$ cat src/ecpp_pkg.sv
/*
  Package of the parallel port engine: FIFO depth, entry layout, command bit, modes and timing counts.
  Assumes a single 50 MHz core_clk and synchronous active-high reset.
*/
// Function
// (RULE1) Without extended mode the port behaves as a plain legacy printer port.
// (RULE2) No negotiation; a burst channel with DMA handshake in both directions.
// (RULE3) Transfers in both directions pass through a sixteen-byte FIFO.
// (RULE4) Legacy mode strobes each byte out automatically, without software strobing.
// (RULE5) Run-length decoding is always built in hardware.
// (RULE6) A received count byte is held, and the next byte repeated count+1 times.
// (RULE7) Optional compression counts equal bytes and sends count then the byte.
// (RULE8) Forward bytes are latched on the strobe falling edge, interlocked with busy.
// (RULE9) The data lines carry address, data or run-length count bytes by phase.
// (RULE10) In reverse the peripheral answers the host acknowledge with its clock.
// (RULE11) The peripheral drops busy when it can accept another forward byte.
// (RULE12) In reverse, busy tells the host command byte or data byte.
// (RULE13) The peripheral acknowledges a direction request on the paper-error line.
// (RULE14) The host drives the data lines only after the direction acknowledge.
// (RULE15) In reverse, host acknowledge low requests a byte, interlocked with the clock.
// (RULE16) In forward, host acknowledge marks command byte versus data byte.
// (RULE17) Fault asserted raises an error event, only while going forward.
// (RULE18) Fault in extended mode is only a reverse hint; the host decides direction. Here fault_event also fires in extended forward.
// (RULE19) Init low selects reverse, init high selects forward.
// (RULE20) The peripheral reports on-line state on the select line.
// (RULE21) Every FIFO view shares the one common sixteen-byte buffer.
package ecpp_pkg;
  localparam int FIFO_DEPTH = 16;
  localparam int DATA_W = 8;
  localparam int CLK_MHZ = 50;
  // Least data setup before the legacy strobe, and its least width.
  localparam int SETUP_NS = 500;
  localparam int STROBE_NS = 500;
  localparam int SETUP_CYC = (SETUP_NS * CLK_MHZ + 999) / 1000;
  localparam int STROBE_CYC = (STROBE_NS * CLK_MHZ + 999) / 1000;
  localparam int CNT_W = 6;
  // Top bit of an extended-mode command byte: set means channel address, clear means count.
  localparam int CMD_ADDR_BIT = 7;
  // Entry layout in the common buffer: bit 8 marks a command byte.
  localparam int ENTRY_W = DATA_W + 1;
  typedef enum logic [1:0] {
    ECPP_MODE_LEGACY,
    ECPP_MODE_ECP_FWD,
    ECPP_MODE_ECP_REV
  } ecpp_mode_t;
endpackage

$ cat src/ecpp_fifo_if.sv
/*
  Interface carrying the push and pop sides of the common buffer.
  Assumes both ends run on core_clk.
*/
`timescale 1ns/10ps
interface ecpp_fifo_if;
  import ecpp_pkg::*;
  logic push_valid;
  logic push_ready;
  logic [ENTRY_W-1:0] push_data;
  logic pop_valid;
  logic pop_ready;
  logic [ENTRY_W-1:0] pop_data;
  logic flush;
  logic full;
  logic empty;
  modport buffer (input push_valid, push_data, pop_ready, flush,
                  output push_ready, pop_valid, pop_data, full, empty);
  modport user (output push_valid, push_data, pop_ready, flush,
                input push_ready, pop_valid, pop_data, full, empty);
endinterface

$ cat src/ecpp_fifo.sv
/*
  Common sixteen-entry buffer shared by every transfer direction.
  Assumes the user flushes it when the direction turns round.
*/
`timescale 1ns/10ps
module ecpp_fifo #(
  parameter int DEPTH = ecpp_pkg::FIFO_DEPTH
) (
  input wire logic core_clk,
  input wire logic reset,
  ecpp_fifo_if.buffer f
);
  import ecpp_pkg::*;
  localparam int AW = $clog2(DEPTH);
  initial begin
    if (DEPTH < 2 || (1 << AW) != DEPTH) begin
      $error("ecpp_fifo depth must be a power of two of at least 2");
    end
  end
  logic [ENTRY_W-1:0] mem [DEPTH];
  logic [AW:0] wr_ptr, rd_ptr, next_wr_ptr, next_rd_ptr;
  logic do_push, do_pop;
  assign f.full = (wr_ptr[AW] != rd_ptr[AW]) && (wr_ptr[AW-1:0] == rd_ptr[AW-1:0]);
  assign f.empty = (wr_ptr == rd_ptr);
  assign f.push_ready = !f.full;
  assign f.pop_valid = !f.empty;
  assign f.pop_data = mem[rd_ptr[AW-1:0]];
  assign do_push = f.push_valid && !f.full;
  assign do_pop = f.pop_ready && !f.empty;
  // (RULE21) One buffer
  always_comb begin
    next_wr_ptr = wr_ptr;
    next_rd_ptr = rd_ptr;
    if (f.flush) begin
      next_wr_ptr = '0;
      next_rd_ptr = '0;
    end else begin
      if (do_push) next_wr_ptr = wr_ptr + 1'b1;
      if (do_pop) next_rd_ptr = rd_ptr + 1'b1;
    end
  end
  // Storage is not reset; the pointers alone define what is valid.
  always_ff @(posedge core_clk) begin
    if (do_push && !f.flush) mem[wr_ptr[AW-1:0]] <= f.push_data;
  end
  always_ff @(posedge core_clk) begin
    if (reset) begin
      wr_ptr <= '0;
      rd_ptr <= '0;
    end else begin
      wr_ptr <= next_wr_ptr;
      rd_ptr <= next_rd_ptr;
    end
  end
endmodule

$ cat src/ecpp_sync.sv
/*
  Two-flop synchroniser for a bundle of pin inputs.
  Assumes the inputs are asynchronous levels.
*/
`timescale 1ns/10ps
module ecpp_sync #(
  parameter int W = 5,
  parameter logic [W-1:0] INIT = '1
) (
  input wire logic core_clk,
  input wire logic reset,
  input wire logic [W-1:0] d,
  output logic [W-1:0] q
);
  logic [W-1:0] meta;
  initial begin
    if (W < 1) $error("ecpp_sync needs at least one bit");
  end
  // The first stage feeds only the second.
  always_ff @(posedge core_clk) begin
    if (reset) begin
      meta <= INIT;
      q <= INIT;
    end else begin
      meta <= d;
      q <= meta;
    end
  end
endmodule

$ cat src/ecpp_port.sv
/*
  Host-side parallel port engine: legacy auto-strobe and extended-capability burst transfers.
  Assumes a DMA or software user on the plain side and a peripheral on the cable pins.
*/
`timescale 1ns/10ps
module ecpp_port #(
  parameter bit COMPRESS_EN = 1'b1
) (
  input wire logic core_clk,
  input wire logic reset,
  input wire logic ecp_en,
  input wire logic dir_reverse,
  input wire logic compress,
  input wire logic tx_valid,
  output logic tx_ready,
  input wire logic [7:0] tx_data,
  input wire logic tx_is_addr,
  output logic rx_valid,
  input wire logic rx_ready,
  output logic [7:0] rx_data,
  output logic rx_is_cmd,
  output logic fifo_full,
  output logic fifo_empty,
  output logic dir_ack,
  output logic fault_event,
  output logic reverse_hint,
  output logic online,
  output logic dma_req,
  input wire logic pd_in,
  input wire logic [7:0] pdata_in,
  output logic [7:0] pdata_out,
  output logic pdata_oe_n,
  output logic strobe_n,
  output logic autofd_n,
  output logic init_n,
  output logic select_in_n,
  input wire logic ack_n,
  input wire logic busy,
  input wire logic perror,
  input wire logic select,
  input wire logic fault_n
);
  import ecpp_pkg::*;
  typedef enum logic [2:0] {
    ECPP_IDLE, ECPP_SETUP, ECPP_STROBE, ECPP_WAIT_BUSY, ECPP_TURN, ECPP_REV_REQ, ECPP_REV_ACK
  } ecpp_state_t;
  logic s_ack_n, s_busy, s_perror, s_select, s_fault_n;
  logic [7:0] s_pdata;
  logic s_unused;
  assign s_unused = pd_in;
  ecpp_sync #(.W(5), .INIT(5'h1b)) u_sync_ctl (
    .core_clk(core_clk), .reset(reset),
    .d({ack_n, busy, perror, select, fault_n}),
    .q({s_ack_n, s_busy, s_perror, s_select, s_fault_n}));
  ecpp_sync #(.W(8), .INIT(8'h00)) u_sync_dat (
    .core_clk(core_clk), .reset(reset), .d(pdata_in), .q(s_pdata));
  ecpp_fifo_if fif ();
  ecpp_fifo #(.DEPTH(FIFO_DEPTH)) u_fifo (.core_clk(core_clk), .reset(reset), .f(fif));
  // Sequencer state, transfer timer and direction.
  ecpp_state_t state, next_state;
  logic [CNT_W-1:0] tcnt, next_tcnt;
  logic reverse, next_reverse;
  // Run-length expansion state of the reverse stream.
  logic [7:0] run_cnt, next_run_cnt;
  logic run_pend, next_run_pend;
  // Compression run: pending byte, its repeat count and whether one is held.
  logic [7:0] cmp_byte, next_cmp_byte;
  logic [7:0] cmp_cnt, next_cmp_cnt;
  logic cmp_have, next_cmp_have;
  // Registered cable outputs and the reverse holding register.
  logic [7:0] pd_reg, next_pd_reg;
  logic strobe_reg, next_strobe_reg;
  logic afd_reg, next_afd_reg;
  logic [7:0] rx_reg, next_rx_reg;
  logic rx_cmd_reg, next_rx_cmd_reg;
  logic rx_full, next_rx_full;
  logic fault_d, want_rev, push_cnt, rev_take;
  // A count that does not fit the timer would wrap and cut the setup or strobe short.
  initial begin
    if (SETUP_CYC >= (1 << CNT_W) || STROBE_CYC >= (1 << CNT_W)) begin
      $error("ecpp_port timing counts exceed the timer width");
    end
  end
  // (RULE15) A reverse byte is taken once, on the edge that leaves the request state.
  assign rev_take = (state == ECPP_REV_REQ) && (want_rev == reverse) && !s_ack_n && fif.push_ready;
  // (RULE19) Direction select
  assign want_rev = ecp_en && dir_reverse;
  assign init_n = !reverse;
  assign select_in_n = 1'b0;
  // (RULE20) On-line status
  assign online = s_select;
  // (RULE13) Direction acknowledge
  assign dir_ack = reverse ? !s_perror : s_perror;
  // (RULE18) Reverse hint only
  assign reverse_hint = ecp_en && !s_fault_n && !reverse;
  assign fifo_full = fif.full;
  assign fifo_empty = fif.empty;
  // (RULE2) DMA request level
  assign dma_req = reverse ? fif.pop_valid : fif.push_ready;
  // Compressor emits a count byte when a run ends; it stalls the source meanwhile.
  assign push_cnt = COMPRESS_EN && compress && ecp_en && cmp_have &&
                    (cmp_cnt != 8'h00) && tx_valid && (tx_data != cmp_byte || tx_is_addr);
  // (RULE3) Buffered push side
  always_comb begin
    fif.push_valid = 1'b0;
    fif.push_data = {1'b0, tx_data};
    tx_ready = 1'b0;
    if (reverse) begin
      // (RULE12) Busy low marks a command byte
      fif.push_valid = rev_take;
      fif.push_data = {!s_busy, s_pdata};
    end else if (push_cnt) begin
      // (RULE7) Count byte first
      fif.push_valid = 1'b1;
      fif.push_data = {1'b1, 1'b0, cmp_cnt[6:0]};
    end else if (COMPRESS_EN && compress && ecp_en && cmp_have && tx_valid && tx_is_addr) begin
      // The pending run byte leaves before an address, so order is kept.
      fif.push_valid = 1'b1;
      fif.push_data = {1'b0, cmp_byte};
    end else if (COMPRESS_EN && compress && ecp_en && !tx_is_addr) begin
      tx_ready = 1'b1;
      fif.push_valid = cmp_have && tx_valid && tx_data != cmp_byte;
      fif.push_data = {1'b0, cmp_byte};
      if (!fif.push_ready) tx_ready = 1'b0;
    end else begin
      fif.push_valid = tx_valid;
      fif.push_data = {ecp_en & tx_is_addr, tx_data};
      tx_ready = fif.push_ready;
    end
  end
  // Compression run tracking; the pending byte leaves when a different byte arrives.
  always_comb begin
    next_cmp_byte = cmp_byte;
    next_cmp_cnt = cmp_cnt;
    next_cmp_have = cmp_have;
    if (!(COMPRESS_EN && compress && ecp_en) || reverse) begin
      next_cmp_have = 1'b0;
      next_cmp_cnt = 8'h00;
    end else if (push_cnt) begin
      if (fif.push_ready) next_cmp_cnt = 8'h00;
    end else if (cmp_have && tx_valid && tx_is_addr) begin
      if (fif.push_ready) next_cmp_have = 1'b0;
    end else if (tx_valid && !tx_is_addr && tx_ready) begin
      if (cmp_have && tx_data == cmp_byte && cmp_cnt != 8'h7f) begin
        next_cmp_cnt = cmp_cnt + 8'h01;
      end else begin
        next_cmp_byte = tx_data;
        next_cmp_cnt = 8'h00;
        next_cmp_have = 1'b1;
      end
    end
  end
  // Reverse pop side with run-length expansion toward the user.
  always_comb begin
    fif.pop_ready = 1'b0;
    fif.flush = (next_reverse != reverse);
    next_run_cnt = run_cnt;
    next_run_pend = run_pend;
    next_rx_reg = rx_reg;
    next_rx_cmd_reg = rx_cmd_reg;
    next_rx_full = rx_full && !rx_ready;
    if (reverse && (!rx_full || rx_ready) && fif.pop_valid) begin
      if (fif.pop_data[8] && !fif.pop_data[CMD_ADDR_BIT]) begin
        // (RULE6) Capture the count
        fif.pop_ready = 1'b1;
        next_run_cnt = {1'b0, fif.pop_data[6:0]};
        next_run_pend = 1'b1;
      end else begin
        // (RULE5) Hardware expansion
        next_rx_reg = fif.pop_data[7:0];
        next_rx_cmd_reg = fif.pop_data[8];
        next_rx_full = 1'b1;
        if (run_pend && !fif.pop_data[8] && run_cnt != 8'h00) begin
          next_run_cnt = run_cnt - 8'h01;
        end else begin
          fif.pop_ready = 1'b1;
          next_run_pend = 1'b0;
        end
      end
    end
    if (!reverse) begin
      fif.pop_ready = (state == ECPP_IDLE) && fif.pop_valid;
    end
  end
  assign rx_valid = rx_full;
  assign rx_data = rx_reg;
  assign rx_is_cmd = rx_cmd_reg;
  // Cable sequencer for forward, legacy and reverse handshakes.
  always_comb begin
    next_state = state;
    next_tcnt = tcnt;
    next_reverse = reverse;
    next_pd_reg = pd_reg;
    next_strobe_reg = strobe_reg;
    next_afd_reg = afd_reg;
    case (state)
      ECPP_IDLE: begin
        next_strobe_reg = 1'b1;
        if (want_rev != reverse && fif.empty) begin
          next_state = ECPP_TURN;
          next_reverse = want_rev;
        end else if (!reverse && fif.pop_valid) begin
          // (RULE9) Phase-dependent byte
          next_pd_reg = fif.pop_data[7:0];
          // (RULE16) Command marker
          next_afd_reg = ecp_en ? !fif.pop_data[8] : 1'b1;
          next_tcnt = CNT_W'(SETUP_CYC);
          next_state = ECPP_SETUP;
        end else if (reverse) begin
          next_state = ECPP_REV_REQ;
        end
      end
      ECPP_SETUP: begin
        if (tcnt > CNT_W'(1)) next_tcnt = tcnt - 1'b1;
        // (RULE8) Strobe waits for busy low
        else if (!s_busy) begin
          next_strobe_reg = 1'b0;
          next_tcnt = CNT_W'(STROBE_CYC);
          next_state = ECPP_STROBE;
        end
      end
      ECPP_STROBE: begin
        // (RULE4) Automatic legacy strobe
        if (!ecp_en) begin
          if (tcnt > CNT_W'(1)) next_tcnt = tcnt - 1'b1;
          else next_state = ECPP_WAIT_BUSY;
        end else if (s_busy) begin
          next_state = ECPP_WAIT_BUSY;
        end
      end
      ECPP_WAIT_BUSY: begin
        next_strobe_reg = 1'b1;
        // (RULE11) Busy low frees the lines
        if (!s_busy || !ecp_en) begin
          // Host acknowledge returns high between bytes, so a turn toward reverse never sees it rise.
          next_afd_reg = 1'b1;
          next_state = ECPP_IDLE;
        end
      end
      ECPP_TURN: begin
        // Host acknowledge rises only once init has gone high again.
        next_afd_reg = 1'b1;
        // (RULE14) Wait for direction acknowledge
        if (dir_ack) next_state = ECPP_IDLE;
      end
      ECPP_REV_REQ: begin
        next_afd_reg = 1'b0;
        if (want_rev != reverse) begin
          next_state = ECPP_IDLE;
        // (RULE15) Request a reverse byte
        end else if (rev_take) begin
          next_state = ECPP_REV_ACK;
        end
      end
      ECPP_REV_ACK: begin
        // (RULE10) Interlock with peripheral clock
        next_afd_reg = 1'b1;
        if (s_ack_n) next_state = ECPP_REV_REQ;
      end
      default: next_state = ECPP_IDLE;
    endcase
  end
  // (RULE12) Busy-level command marking is applied at the push above.
  // (RULE1) Legacy mode keeps host acknowledge high and drives data outward.
  assign pdata_out = pd_reg;
  assign pdata_oe_n = reverse || (state == ECPP_TURN);
  assign strobe_n = strobe_reg;
  assign autofd_n = afd_reg;
  // (RULE17) Forward-only fault event
  assign fault_event = !s_fault_n && fault_d && !reverse;
  // Every register of the engine; reset returns the cable to forward idle.
  always_ff @(posedge core_clk) begin
    if (reset) begin
      state <= ECPP_IDLE;
      tcnt <= '0;
      reverse <= 1'b0;
      pd_reg <= 8'h00;
      strobe_reg <= 1'b1;
      afd_reg <= 1'b1;
      run_cnt <= 8'h00;
      run_pend <= 1'b0;
      cmp_byte <= 8'h00;
      cmp_cnt <= 8'h00;
      cmp_have <= 1'b0;
      rx_reg <= 8'h00;
      rx_cmd_reg <= 1'b0;
      rx_full <= 1'b0;
      fault_d <= 1'b1;
    end else begin
      state <= next_state;
      tcnt <= next_tcnt;
      reverse <= next_reverse;
      pd_reg <= next_pd_reg;
      strobe_reg <= next_strobe_reg;
      afd_reg <= next_afd_reg;
      run_cnt <= next_run_cnt;
      run_pend <= next_run_pend;
      cmp_byte <= next_cmp_byte;
      cmp_cnt <= next_cmp_cnt;
      cmp_have <= next_cmp_have;
      rx_reg <= next_rx_reg;
      rx_cmd_reg <= next_rx_cmd_reg;
      rx_full <= next_rx_full;
      fault_d <= s_fault_n;
    end
  end
endmodule

$ cat config.mk
export PLATFORM = sky130hd
export DESIGN_NAME = ecpp_port
export DESIGN_NICKNAME = d
export VERILOG_FILES = /design/src/ecpp_pkg.sv /design/src/ecpp_fifo_if.sv /design/src/ecpp_fifo.sv /design/src/ecpp_sync.sv /design/src/ecpp_port.sv
export SDC_FILE = /design/constraint.sdc
export NUM_CORES = 1
export LEC_CHECK = 0
export ABC_AREA = 1
export CORE_MARGIN = 3
export CORE_UTILIZATION = 50
export CTS_BUF_LIST = sky130_fd_sc_hd__clkbuf_8
export DETAILED_ROUTE_END_ITERATION = 8
export DONT_BUFFER_PORTS = 1
export HOLD_SLACK_MARGIN = 0.08
export PLACE_DENSITY = 0.63
export RECOVER_POWER = 100
export SLEW_MARGIN = 30
export SYNTH_ARGS = -nofsm -noshare
export SYNTH_HDL_FRONTEND = slang
export SYNTH_SLANG_ARGS = --single-unit
$ cat constraint.sdc
create_clock -name core_clk -period 5.67 [get_ports core_clk]
set_input_delay 0.8505 -clock core_clk [delete_from_list [all_inputs] [get_ports core_clk]]
set_output_delay 0.8505 -clock core_clk [all_outputs]
set_load 0.05 [all_outputs]
; ---- Word level (Yosys, flattened, before mapping)
; Memories as Yosys holds them, arrays and structs flattened. A register that Yosys moved wholly into a read port is not among the register bits.
; Index checks and enable logic that the tools add are counted.
[totals]
elab_cells = 218
n_memories = 1
reg_bits = 93
mem_bits_rw = 144
[op_classes]
n_lt_le_gt_ge = 1
eq_ne = 34
bitwise = 7
muxes = 69
reduce_logical = 80
add_sub_neg = 5
[mem_list]
columns = name, words, width, read_ports, rd_clocked_by_memory_dff, wr, line_no
row1 = u_fifo.mem, 16, 9, 1, 1, 1, ecpp_fifo.sv:20  ; logic [ENTRY_W-1:0] mem [DEPTH];
[ops]
columns = op, n
row1 = two-way mux 8 bit, 7
row2 = two-way mux 3 bit, 13
row3 = logical AND 1 bit, 36
row4 = two-way mux 6 bit, 6
row5 = two-way mux 9 bit, 4
row6 = two-way mux 1 bit, 33
row7 = != test 2 bit (second input constant), 12
row8 = case mux 3 bit (7 select lines), 1
row9 = case mux 6 bit (3 select lines), 1
row10 = nonzero test 8 bit, 2
row11 = zero test 1 bit, 15
row12 = adder 5 x 1 -> 5 bit (second input constant), 2
row13 = equality test 3 bit (second input constant), 3
row14 = AND reduction 3 bit, 3
row15 = AND reduction 9 bit, 1
row16 = adder 8 x 1 -> 8 bit (second input constant), 1
row17 = equality test 8 bit, 1
row18 = two-way mux 4 bit, 2
row19 = != test 8 x 7 -> 1 bit (second input constant), 1
row20 = != test 8 bit, 1
row21 = AND reduction 4 bit, 2
row22 = nonzero test 2 bit, 4
row23 = OR reduction 2 bit, 4
row24 = subtractor 8 x 1 -> 8 bit (second input constant), 1
row25 = other kinds (23), 40

; ---- Logic depth before layout (Yosys ltp)
; Gate-level depths: netlist of run 1.
[depth]
word_depth = 11
ltp_mapped = 16

; ---- Hierarchy
; Synthesis of run 1 repeated with hierarchy kept, for this count alone.
[hier_totals]
cells_unflattened = 1232
hier_area_um2 = 11076.9
[modules_own_cells]
columns = module, cells_each, area_each_um2, n_inst
row1 = ecpp_fifo, 598, 6703.9, 1
row2 = ecpp_port, 553, 3617.2, 1
row3 = ecpp_sync at u_sync_dat, 50, 474.2, 1
row4 = ecpp_sync at u_sync_ctl, 31, 281.5, 1

; ---- Least setup slack after synthesis of run 1
; OpenSTA, ideal clock, no wires.
[synth_timing]
path_type = input -> output
start = input tx_data[4]
end = output tx_ready
slack_ns = 2.404
cell_stages = 11
arrival_ns = 2.415
required_time_ns = 4.819
path_buffers = 2
cell_sequence = inv_1 nand2_1 nand2_1 nand2_1 nor2_1 nand3_1 nand2_1 buf_2 buf_2 nand2_1 nor2_1
[synth_between]
elab_chain_len = 5
[synth_rtl]
columns = element, line_no
row1 = start: declaration, ecpp_port.sv:16  ; input wire logic [7:0] tx_data,
row2 = != test 8 bit, ecpp_port.sv:102  ; (cmp_cnt != 8'h00) && tx_valid && (tx_data != cmp_byte || tx_is_addr);
row3 = logical OR 1 bit, ecpp_port.sv:102
row4 = logical AND 1 bit, ecpp_port.sv:102
row5 = two-way mux 1 bit, ecpp_port.sv:112  ; end else if (push_cnt) begin
row6 = two-way mux 1 bit, ecpp_port.sv:108  ; if (reverse) begin
row7 = end: declaration, ecpp_port.sv:15  ; output logic tx_ready,
; No other way between the ends.

==> metrics.md, run 1 <==
| Metric | Value |
|---|---|
| Status | finished, violations left |
| Failing checks | capacitance limit, slew limit |
| Max IR drop VDD | roughly 220 uV |
| P_leak | between 4 and 5 nW |
| Worst Clk Skew | 0.03296 ns |
| Drt drc | 0 |
| Vias | between 8,000 and 9,000 |
| Clock Sinks | 241 |
| Max Cap Viol | 5 |
| Syn Area/Cell | just under 9 sq um |
| Netlist cell types | 39 |
| Relative slew slack | -0.3353 |
| CP max FO | 42 |
| Number of global-route vias before repair | 7,601 |
| H-tree levels | 2 |
| Setup violations, final | 0 |
| YS warnings | 0 |
| GRT Overall Usage | 0.2090 |
| Hold Vio Cnt, Final | 0 |
| Yosys top cell by area | edfxtp_1 |
| Vias per cell | 5.252 |
| Number of antenna-violating nets in the routed design | 0 |
| Die Wd | 153.4 um |
| Die Height | 153.4 um |
| Placed cell count | about 1,500 |
| Max clock buf depth | 3 |
| Largest net degree at the start of global routing | 85 |
| Post-detail-place hpwl | between 15,000 and 20,000 um |
| Antenna diodes | 0 |
| Site Rows | between 50 and 60 |
| Least-Margin Pin Slew | ~2 ns |
| Initial Util | 0.5135 |
| Setup Crit Path Kind | reg -> reg |
| Initial DRT Pass Iterations | 5 |
| Global route overflow | 0 |
| Core area | 0.02115 sq mm |
| Fmax achieved | about 220 MHz |
| Power Dens Cells | about 430 mW/mm^2 |
| Ratio of cells with drive above 1 in the final layout | 0.06439 |
| Req. time, crit path | 6.13 ns |
| TNS Setup | 0 ns |
| Commonest non-fill, non-tap cell in the layout | nand2_1 |
| Crit path capture type | flop |
| Final Cycle Share | 0.7867 |
| Fin cells | roughly 1,500 |
| First-pass GRT wire length | around 40,000 um |
| Hold Buf Count CTS | 0 |
| Initial antenna violation count | 0 |
| Iteration-0 DRC Markers | ~600 |
| Share of the yosys chip area belonging to registers | 0.5768 |
| Root Buffer | clkbuf_8 |
| I/O Buffers | 0 |
| Routability cong. | roughly 0.85 |
| Synth-to-Final Area Change | 7.901% |
| Final nets | around 1,300 |
| Clock Latency Late Sink | approximately 0.54 ns |
| Kind of start point of the critical path | flop |
| Post-synth design cell area | between 0.01 and 0.015 sq mm |
| Drt total wl | about 25,000 um |
| Minimum clock period | ~4.5 ns |
| Most frequent cells in the layout | nand2_1 (251), nor2_1 (201), edfxtp_1 (144) |
| Worst endpoint data arrival time | approximately 4.9 ns |
| Syn Nets | about 1,300 |
| Die area | roughly 0.024 sq mm |
| Dpl cell area | 0.01109 sq mm |
| Top cells by area, synth | edfxtp_1 (40%), dfxtp_1 (18%), nand2_1 (8.5%), nor2_1 (6.9%), inv_1 (4.0%) |
| Postcts setup bufs | 0 |
| I/O pins | between 60 and 70 |
| RSZ-0062 raised after global routing | no |
| Post-synth top area share | 0.3981 |
| HP Class | in -> reg |
| Seq cells post-synth | around 240 |
| Mapped Cells | between 1,000 and 1,500 |
| Slew Viols, Final | 95 |
| CTS buffer count | 41 |
| CTS tree | yes |
| Post-CTS resize count | 0 |
| Clock slew at reported path FFs | around 0.060 ns |
| Final Cell Area | 0.01172 sq mm |
| Wirelength per Cell | 16.09 um |
-- Yosys cell counts --
cell and number:
nand2_4 2, nor3_4 1, dfxtp_1 97, nor3b_1 2, or2_2 10, nand3_2 5, xor2_1 14, inv_2 6
clkinv_1 4, o221ai_1 2, a21oi_1 52, o211ai_1 30, nand2_1 247, nand3_1 81, inv_4 2, conb_1 1
a31oi_1 1, buf_6 2, nor2_1 199, buf_1 2, inv_1 117, buf_2 22, nor2_8 1, o21ai_0 86
a211oi_1 1, nor4_1 1, ha_1 11, nor2_4 1, nand4_1 18, buf_4 8, nor3_2 1, xnor2_1 10
nor2_2 2, edfxtp_1 144, nand2_2 5, nor3_1 8, nand3b_1 2, o21ai_1 11, clkbuf_1 13
-- kinds of logic after synthesis --
group / share of synthesized area
xor+xnor: 0.01935
other cells: 0.0003452
buf+inv: 0.06796
simple gates: 0.2306
compound gates: 0.09226
fa+ha+maj: 0.01267
flops: 0.5768
-- power breakdown --
| part | switching (W) | internal, W |
|---|---|---|
| Combinational | 0.00103 | 0.000356 |
| Sequential | 0.000209 | 0.00207 |
| Clock | 0.000654 | 0.000735 |
-- registers in the layout (all words and copies together), names as in the netlist, 8 cells and up, named ones only --
| signal | cells |
|---|---|
| run_cnt | 8 |
| cmp_byte | 8 |
| u_fifo.mem | 144 |
| cmp_cnt | 8 |
| pdata_out | 8 |
| u_sync_dat.meta | 8 |
| u_sync_dat.q | 8 |
| rx_data | 8 |
-- area by class of cell --
| type | count | area [sq um] |
|---|---|---|
| flip-flops and latches | 241 | 6267 |
| clock inverters | 22 | 90.09 |
| well taps | 275 | 344.1 |
| repair buffers | 15 | 78.83 |
| multi-input cells | 805 | 3819 |
| clock buffers | 46 | 633.1 |
| inverters | 129 | 489.2 |
| fillers | 1977 | 9433 |
-- path summary, 6_finish.rpt --
path                                                    start                    endpoint  slack [ns]  cells past startpoint
worst min register to register  u_sync_dat.meta[2]$_SDFF_PP0_  u_sync_dat.q[2]$_SDFF_PP0_        0.40                      2
worst max-delay path                                     flop     rx_data[4]$_SDFFE_PP0P_        1.21                     14
worst max register to register                           flop     rx_data[4]$_SDFFE_PP0P_        1.21                     14
worst min-delay path                                    reset        tcnt[4]$_SDFFE_PP0P_        0.38                      1
-- critical path, stage by stage, from the launching register on --
cell and delay, ns:
dfxtp_1 0.30, clkbuf_1 1.42, inv_1 0.54, buf_4 0.41
nor2_1 0.12, o21ai_0 0.08, nand3_1 0.12, nand3_1 0.20
nand2_1 0.27, nand2_1 0.34, inv_4 0.19, nor2_8 0.08
nand2_1 0.06, nand2_1 0.07, nor2_1 0.12
-- stage by stage --
stage          hold WS, ns  setup WS (ns)  utilization  total power (W)
3_5_place_dp        0.3923          1.882       0.5243         0.003740
5_1_grt             0.3636         0.7732       0.5541         0.005382
2_1_floorplan       0.3883          2.404            -         0.003354
4_1_cts             0.3550          1.870       0.5585         0.005137
6_report            0.3811          1.210       0.5541         0.005055
3_3_place_gp        0.3910          2.076       0.5236         0.003719
-- metal layers --
metal | share of wire | up-vias | global-route usage
li1 | - | 4062 | -
met1 | 0.47 | 3738 | 0.2992
met2 | 0.46 | 214 | 0.3254
met3 | 0.060 | 37 | 0.04219
met4 | 0.017 | 0 | 0.06140
met5 | 0 | - | 0
Note: power is estimated with default switching activity, not from simulation.
==> inputs of run 2 (changes only) <==
Settings changed: PLACE_DENSITY 0.63 to 0.66.
Clock period 5.67 ns to 4 ns, I/O delays scaled along.
==> run 2 against run 1 <==
The run still ends with capacitance limit, slew limit left. Sequential share of layout area decreased by 0.35 points. Critical path depth decreased by 5. Combinational power increased by 46%. Worst hold slack got worse by 0.25 ns. Setup slack got worse by 0.43 ns. Critical path type is now reg -> out.
==> metrics.md, run 2 (synthesized netlist as in run 1, its figures left out) <==
| Metric | Value |
|---|---|
| Combinational share of power | 0.279 (was 0.274) |
| Failing checks | capacitance limit, slew limit (unchanged) |
| Worst Clk Skew | 0.02965 ns (was 0.03296 ns) |
| H-tree levels | 2 (unchanged) |
| Minimum clock period | 3.222 ns |
| Crit path buf inv count | 2 (was 4) |
| I/O Buffers | 0 (unchanged) |
| Root Buffer | clkbuf_8 (unchanged) |
| Commonest non-fill, non-tap cell in the layout | nand2_1 (unchanged) |
| Crit path capture type | output pin (was flop) |
| R2R depth | 12 (was 14) |
| Fmax achieved | a little over 300 MHz |
| Clk pwr share | 0.277 (was 0.275) |
| Setup violations, final | 0 (unchanged) |
| Die Wd | 153.4 um (unchanged) |
| Max incr delay on CP | 0.48 ns (was 1.42 ns) |
| CP max-delay cell | nand2_1 (was clkbuf_1) |
| Synth-to-Final Area Change | 8.604% (was 7.901%) |
| Least-Margin Pin Slew | 1.502 ns (was 2.003 ns) |
| Post-detail-place hpwl | 15,890 um (was 15,940 um) |
| CP cell instances | inv_1, ha_1, nand2_1, nor2_1, nor3_1, nand2_1, nand2_1, nor2_1, clkbuf_1 (was clkbuf_1, inv_1, buf_4, nor2_1, o21ai_0, nand3_1, nand3_1, nand2_1, nand2_1, inv_4, nor2_8, nand2_1, nand2_1, nor2_1) |
| Sequential group share of total power | 0.445 (was 0.452) |
| Power Dens Cells | 613.9 mW/mm^2 (was 431.3 mW/mm^2) |
| Clock Latency Late Sink | 0.54 ns (about the same) |
| Sw Share | 0.3729 (was 0.3738) |
| Antenna diodes | 0 (unchanged) |
| Max Cap Viol | 1 (was 5) |
| WHS Path Cells | 1 (unchanged) |
| Vias per cell | 5.219 (was 5.252) |
| R2r endpoint | run_cnt[2]$_SDFFE_PP0P_ (was rx_data[4]$_SDFFE_PP0P_) |
| HP Class | in -> reg (unchanged) |
| Max clock buf depth | 3 (unchanged) |
| Hold Vio Cnt, Final | 0 (unchanged) |
| Initial antenna violation count | 0 (unchanged) |
| Post-CTS resize count | 0 (unchanged) |
| Hold EP | run_cnt[7]$_SDFFE_PP0P_ (was tcnt[4]$_SDFFE_PP0P_) |
| CP max FO | 21 (was 42) |
| Final nets | 1,278 (was 1,274) |
| CP delay by family, top | simple AND/OR/NAND/NOR gates (was buffers and inverters) |
| Initial DRT Pass Iterations | 5 (unchanged) |
| Wirelength per Cell | 15.90 um (was 16.09 um) |
| CTS tree | yes (unchanged) |
| Hold Path Origin | reset (unchanged) |
| Routability cong. | 0.8752 (was 0.8470) |
| Largest register FFs | 144 (unchanged) |
| NetSw | 0.002701 W (was 0.001890 W) |
| Drt total wl | 24,480 um (was 24,670 um) |
| Largest net degree at the start of global routing | 88 (was 85) |
| Cell mode on critical path | nand2_1 (unchanged) |
| CTS buffer count | 39 (was 41) |
| Vias | 8,038 (was 8,051) |
| Clock Sinks | 241 (unchanged) |
| Req. time, crit path | 3.40 ns (was 6.13 ns) |
| Ratio of cells with drive above 1 in the final layout | 0.06719 (was 0.06439) |
| I/O pins | 61 (unchanged) |
| Drt drc | 0 (unchanged) |
| Relative slew slack | -0.008877 (was -0.3353) |
| Final Cycle Share | 0.8054 |
| First-pass GRT wire length | 39,070 um (was 39,960 um) |
| Worst R2R Setup Slack | 0.86 ns (was 1.21 ns) |
| Iteration-0 DRC Markers | 552 (was 597) |
| Hold Buf Count CTS | 0 (unchanged) |
| Number of antenna-violating nets in the routed design | 0 (unchanged) |
| Int Pwr | 0.004542 W (was 0.003165 W) |
| Initial Util | 0.5135 (unchanged) |
| Setup Crit Path Kind | reg -> out (was reg -> reg) |
| Worst endpoint data arrival time | 2.62 ns (was 4.92 ns) |
| Status | finished, violations left (unchanged) |
| P_leak | 4.659 nW (was 4.642 nW) |
| Clock slew at reported path FFs | 0.06 ns (about the same) |
| Site Rows | 53 (unchanged) |
| Max IR drop VDD | 370.5 uV (was 215.9 uV) |
| Global route overflow | 0 (unchanged) |
| Kind of start point of the critical path | flop (unchanged) |
| Number of global-route vias before repair | 7,669 (was 7,601) |
| Final Hold Slack | 0.1352 ns (was 0.3811 ns) |
| Core area | 0.02115 sq mm (unchanged) |
| Slew Viols, Final | 1 (was 95) |
| RSZ-0062 raised after global routing | no (unchanged) |
| GRT Overall Usage | 0.2059 (was 0.2090) |
| TNS Setup | 0 ns (unchanged) |
| Postcts setup bufs | 0 (unchanged) |
| Die area | 0.02353 sq mm (unchanged) |
| Die Height | 153.4 um (unchanged) |
| Most frequent cells in the layout | nand2_1 (250), nor2_1 (200), edfxtp_1 (144) (was nand2_1 (251), nor2_1 (201), edfxtp_1 (144)) |
run 2: cell types whose count changed in the layout (fill, tap and decap cells not counted), moves of 2 or more:
cell	change
buf_4	-2
clkinv_1	+6
o21ai_1	+4
buf_12	+2
inv_1	-7
clkbuf_1	+6
clkbuf_8	-2
o21ai_0	-4
inv_2	+2
run 2: worst max-delay path by stage:
stage                     cells after the start                           to                          start
after global placement                       12   u_fifo.mem[0][7]$_DFFE_PP_                     tx_data[1]
final                                         9                     tx_ready        cmp_cnt[0]$_SDFFE_PP0P_
after detailed placement                      9  u_fifo.mem[11][0]$_DFFE_PP_                    dir_reverse
after global routing                         12      run_cnt[4]$_SDFFE_PP0P_                           flop
after floorplan                               6                      dma_req  u_fifo.wr_ptr[2]$_SDFFE_PP0P_
after CTS                                     9                     tx_ready        cmp_cnt[0]$_SDFFE_PP0P_
run 2: power groups by stage:
stage / clock, W / sequential, W / combinational, W
floorplan: 0 / 0.00324 / 0.00151
global placement: 0 / 0.00326 / 0.00203
detailed placement: 0 / 0.00327 / 0.00206
CTS: 0.00205 / 0.00322 / 0.00207
global route: 0.00216 / 0.00324 / 0.00228
finish: 0.00200 / 0.00322 / 0.00202
run 2: metrics by stage:
step / util / instance area [sq um] / cells / worst slack, ns / total power (W)
2_1_floorplan: - / 10860 / 1222 / 1.214 / 0.004754
3_3_place_gp: 0.5269 / 11150 / 1471 / 1.049 / 0.005296
3_5_place_dp: 0.5272 / 11150 / 1471 / 1.013 / 0.005328
4_1_cts: 0.5620 / 11890 / 1540 / 1.001 / 0.007334
5_1_grt: 0.5577 / 11800 / 1540 / 0.4293 / 0.007683
6_report: 0.5577 / 11800 / 1540 / 0.7784 / 0.007242
run 2: metal layers:
layer,part of all wire,vias up,GRT usage
li1,-,4082,-
met1,0.47,3704,0.2883
met2,0.45,210,0.3242
met3,0.057,42,0.03992
met4,0.023,0,0.07023
met5,0,-,0
run 2: layout make-up:
cell class                      instances  area, sq um
Multi-Input combinational cell        805         3832
Tap cell                              275        344.1
Clock buffer                           44        605.6
Inverter                              129        490.5
Clock inverter                         25        131.4
Sequential cell                       241         6267
Timing Repair Buffer                   21        126.4
Fill cell                            1940         9356
==> inputs of run 3 (changes only) <==
Clock period 4 ns to 2.8 ns, I/O delays scaled along.
==> run 3 against run 2 <==
Clock power grew 57%. The flow now finishes without violations. Register-to-register slack worse by 0.61 ns. Critical path type unchanged. First-iteration DRC count increased by 8.5%. Routed wire length up 5.2%. Via count grew 3.2%. Worst hold slack worse by 0.013 ns. Non-clock buffer count is 46 higher. Sequential share of layout area fell by 2.1 points. Combinational power up 49%. Sequential cell count unchanged. Highest routed layer unchanged.
==> metrics.md, run 3 (synthesized netlist as in run 1, its figures left out) <==
| Metric | Value |
|---|---|
| Status | finished clean (was finished, violations left) |
| CTS buffer count | 40 (was 39) |
| Power Dens Cells | 876.9 mW/mm^2 (was 613.9 mW/mm^2) |
| Dpl ws | 0.2599 ns (was 1.013 ns) |
| Initial antenna violation count | 0 (unchanged) |
| M1 WL | 11,420 um (was 11,560 um) |
| Final worst setup slack | 0.1829 ns (was 0.7784 ns) |
| Minimum clock period | 2.617 ns |
| Number of antenna-violating nets in the routed design | 0 (unchanged) |
| Global route overflow | 0 (unchanged) |
| Met3 wire length | 1872 um (was 1390 um) |
| Worst Clk Skew | 0.03115 ns (was 0.02965 ns) |
| Setup Crit Path Kind | reg -> out (unchanged) |
| Fillers | 1,880 (was 1,940) |
| Max Cap Viol | 0 (was 1) |
| First-pass GRT wire length | 41,170 um (was 39,070 um) |
| Final nets | 1,325 (was 1,278) |
| Core area | 0.02115 sq mm (unchanged) |
| Crit path capture type | output pin (unchanged) |
| I/O Buffers | 0 (unchanged) |
| Drt total wl | 25,760 um (was 24,480 um) |
| RSZ-0062 raised after global routing | no (unchanged) |
| Least-Margin Pin Slew | 1.291 ns (was 1.502 ns) |
| I/O pins | 61 (unchanged) |
| Die Wd | 153.4 um (unchanged) |
| Kind of start point of the critical path | flop (unchanged) |
| Routability cong. | 0.8772 (was 0.8752) |
| CTS tree | yes (unchanged) |
| Commonest non-fill, non-tap cell in the layout | nand2_1 (unchanged) |
| Vias per cell | 5.216 (was 5.219) |
| Clk pwr share | 0.293 (was 0.277) |
| NetSw | 0.003946 W (was 0.002701 W) |
| Number of global-route vias before repair | 7,855 (was 7,669) |
| Antenna diodes | 0 (unchanged) |
| Post-detail-place hpwl | 16,720 um (was 15,890 um) |
| Die Height | 153.4 um (unchanged) |
| Sequential group share of total power | 0.428 (was 0.445) |
| H-tree levels | 2 (unchanged) |
| Vias | 8,298 (was 8,038) |
| Root Buffer | clkbuf_8 (unchanged) |
| GRT Overall Usage | 0.2171 (was 0.2059) |
| Combinational share of power | 0.279 (about the same) |
| Max IR drop VDD | 508.0 uV (was 370.5 uV) |
| Clock slew at reported path FFs | 0.06 ns (about the same) |
| Fmax achieved | between 300 and 400 MHz |
| Worst endpoint data arrival time | 2.20 ns (was 2.62 ns) |
| Iteration-0 DRC Markers | 599 (was 552) |
| Final Cycle Share | 0.9347 |
| Site Rows | 53 (unchanged) |
| Initial Util | 0.5135 (unchanged) |
| Most frequent cells in the layout | nand2_1 (247), nor2_1 (198), edfxtp_1 (144) (was nand2_1 (250), nor2_1 (200), edfxtp_1 (144)) |
| Wirelength per Cell | 16.19 um (was 15.90 um) |
| Largest net degree at the start of global routing | 42 (was 88) |
| Int Pwr | 0.006822 W (was 0.004542 W) |
| Setup violations, final | 0 (unchanged) |
| Synth-to-Final Area Change | 13.05% (was 8.604%) |
| P_leak | 4.947 nW (was 4.659 nW) |
| Slew Viols, Final | 0 (was 1) |
| TNS Setup | 0 ns (unchanged) |
| Die area | 0.02353 sq mm (unchanged) |
| Routed met2 length | 11,910 um (was 10,960 um) |
| Largest register FFs | 144 (unchanged) |
| Ratio of cells with drive above 1 in the final layout | 0.1079 (was 0.06719) |
| Drt drc | 0 (unchanged) |
| Clock Latency Late Sink | 0.55 ns (was 0.54 ns) |
| CP max FO | 13 (was 21) |
| Sw Share | 0.3665 (was 0.3729) |
| Initial DRT Pass Iterations | 7 (was 5) |
| Hold Vio Cnt, Final | 0 (unchanged) |
| Max clock buf depth | 3 (unchanged) |
| Relative slew slack | 0.1395 (was -0.008877) |
| Uppermost routed layer | met4 (unchanged) |
| Req. time, crit path | 2.38 ns (was 3.40 ns) |
| HP Class | in -> reg (unchanged) |
| Clock Sinks | 241 (unchanged) |
-- run 3: cell types whose count changed in the layout (fill, tap and decap cells not counted), sizes merged --
| cell | change |
|---|---|
| buf | +17 |
| bufinv | +1 |
| clkbuf | +19 |
| clkinv | +3 |
| dlygate4sd3 | +15 |
| inv | -4 |
-- run 3: per-stage QoR --
| stage | utilization | std cells | cell area [sq um] | power, W | hold slack, ns |
|---|---|---|---|---|---|
| floorplan | - | 1222 | 10860 | 0.006791 | 0.3883 |
| CTS | 0.5846 | 1591 | 12370 | 0.01086 | 0.1089 |
| finish | 0.5805 | 1591 | 12280 | 0.01077 | 0.1219 |
| global route | 0.5805 | 1591 | 12280 | 0.01140 | 0.1193 |
| global placement | 0.5370 | 1501 | 11360 | 0.007639 | 0.3902 |
| detailed placement | 0.5370 | 1501 | 11360 | 0.007690 | 0.3937 |
-- run 3: power groups by stage --
stage               logic, W  clock network, W  registers [W]
finish               0.00301           0.00315        0.00461
global route         0.00338           0.00338        0.00464
global placement     0.00296                 0        0.00467
CTS                  0.00305           0.00321        0.00461
detailed placement   0.00301                 0        0.00468
floorplan            0.00216                 0        0.00463
-- run 3: repair_timing --
item | CTS | global route
gates resized for setup | 0 | 3
endpoints found under the setup margin | 0 | 7
hold buffers | 16 | 0
setup buffers | 0 | 0
endpoints found under the hold margin | 38 | 0
-- run 3: path summary, 6_finish.rpt --
| check | start | to | slack, ns | depth (start not counted) |
|---|---|---|---|---|
| max reg2reg | cmp_cnt[1]$_SDFFE_PP0P_ | u_fifo.mem[5][1]$_DFFE_PP_ | 0.25 | 10 |
| max | cmp_byte[0]$_SDFFE_PP0P_ | tx_ready | 0.18 | 9 |
| min reg2reg | u_sync_dat.meta[6]$_SDFF_PP0_ | u_sync_dat.q[6]$_SDFF_PP0_ | 0.40 | 2 |
| min | rx_ready | rx_valid$_SDFF_PP0_ | 0.12 | 3 |
-- run 3: per-layer routing --
layer	vias up	GRT usage
met5	-	0
met4	0	0.06728
met3	47	0.04615
met2	265	0.3496
met1	3807	0.2973
li1	4179	-
-- run 3: layout make-up --
type / instances / area, sq um / share of cell area
clock inverter: 25 / 162.7 / 0.01325
timing repair buffer: 67 / 488.0 / 0.03974
clock buffer: 49 / 674.4 / 0.05492
inverter: 129 / 486.7 / 0.03963
tap: 275 / 344.1 / 0.02802
multi-input combinational: 805 / 3856 / 0.3140
sequential: 241 / 6269 / 0.5104
-- run 3: critical path: stages, from the launching register on --
cell and delay (ns):
dfxtp_1 0.37, xnor2_1 0.13, nand2_1 0.08, nor2_1 0.12, nand3_1 0.11, nand2_2 0.17
buf_4 0.22, nand2_1 0.07, nor2_1 0.16, buf_4 0.23
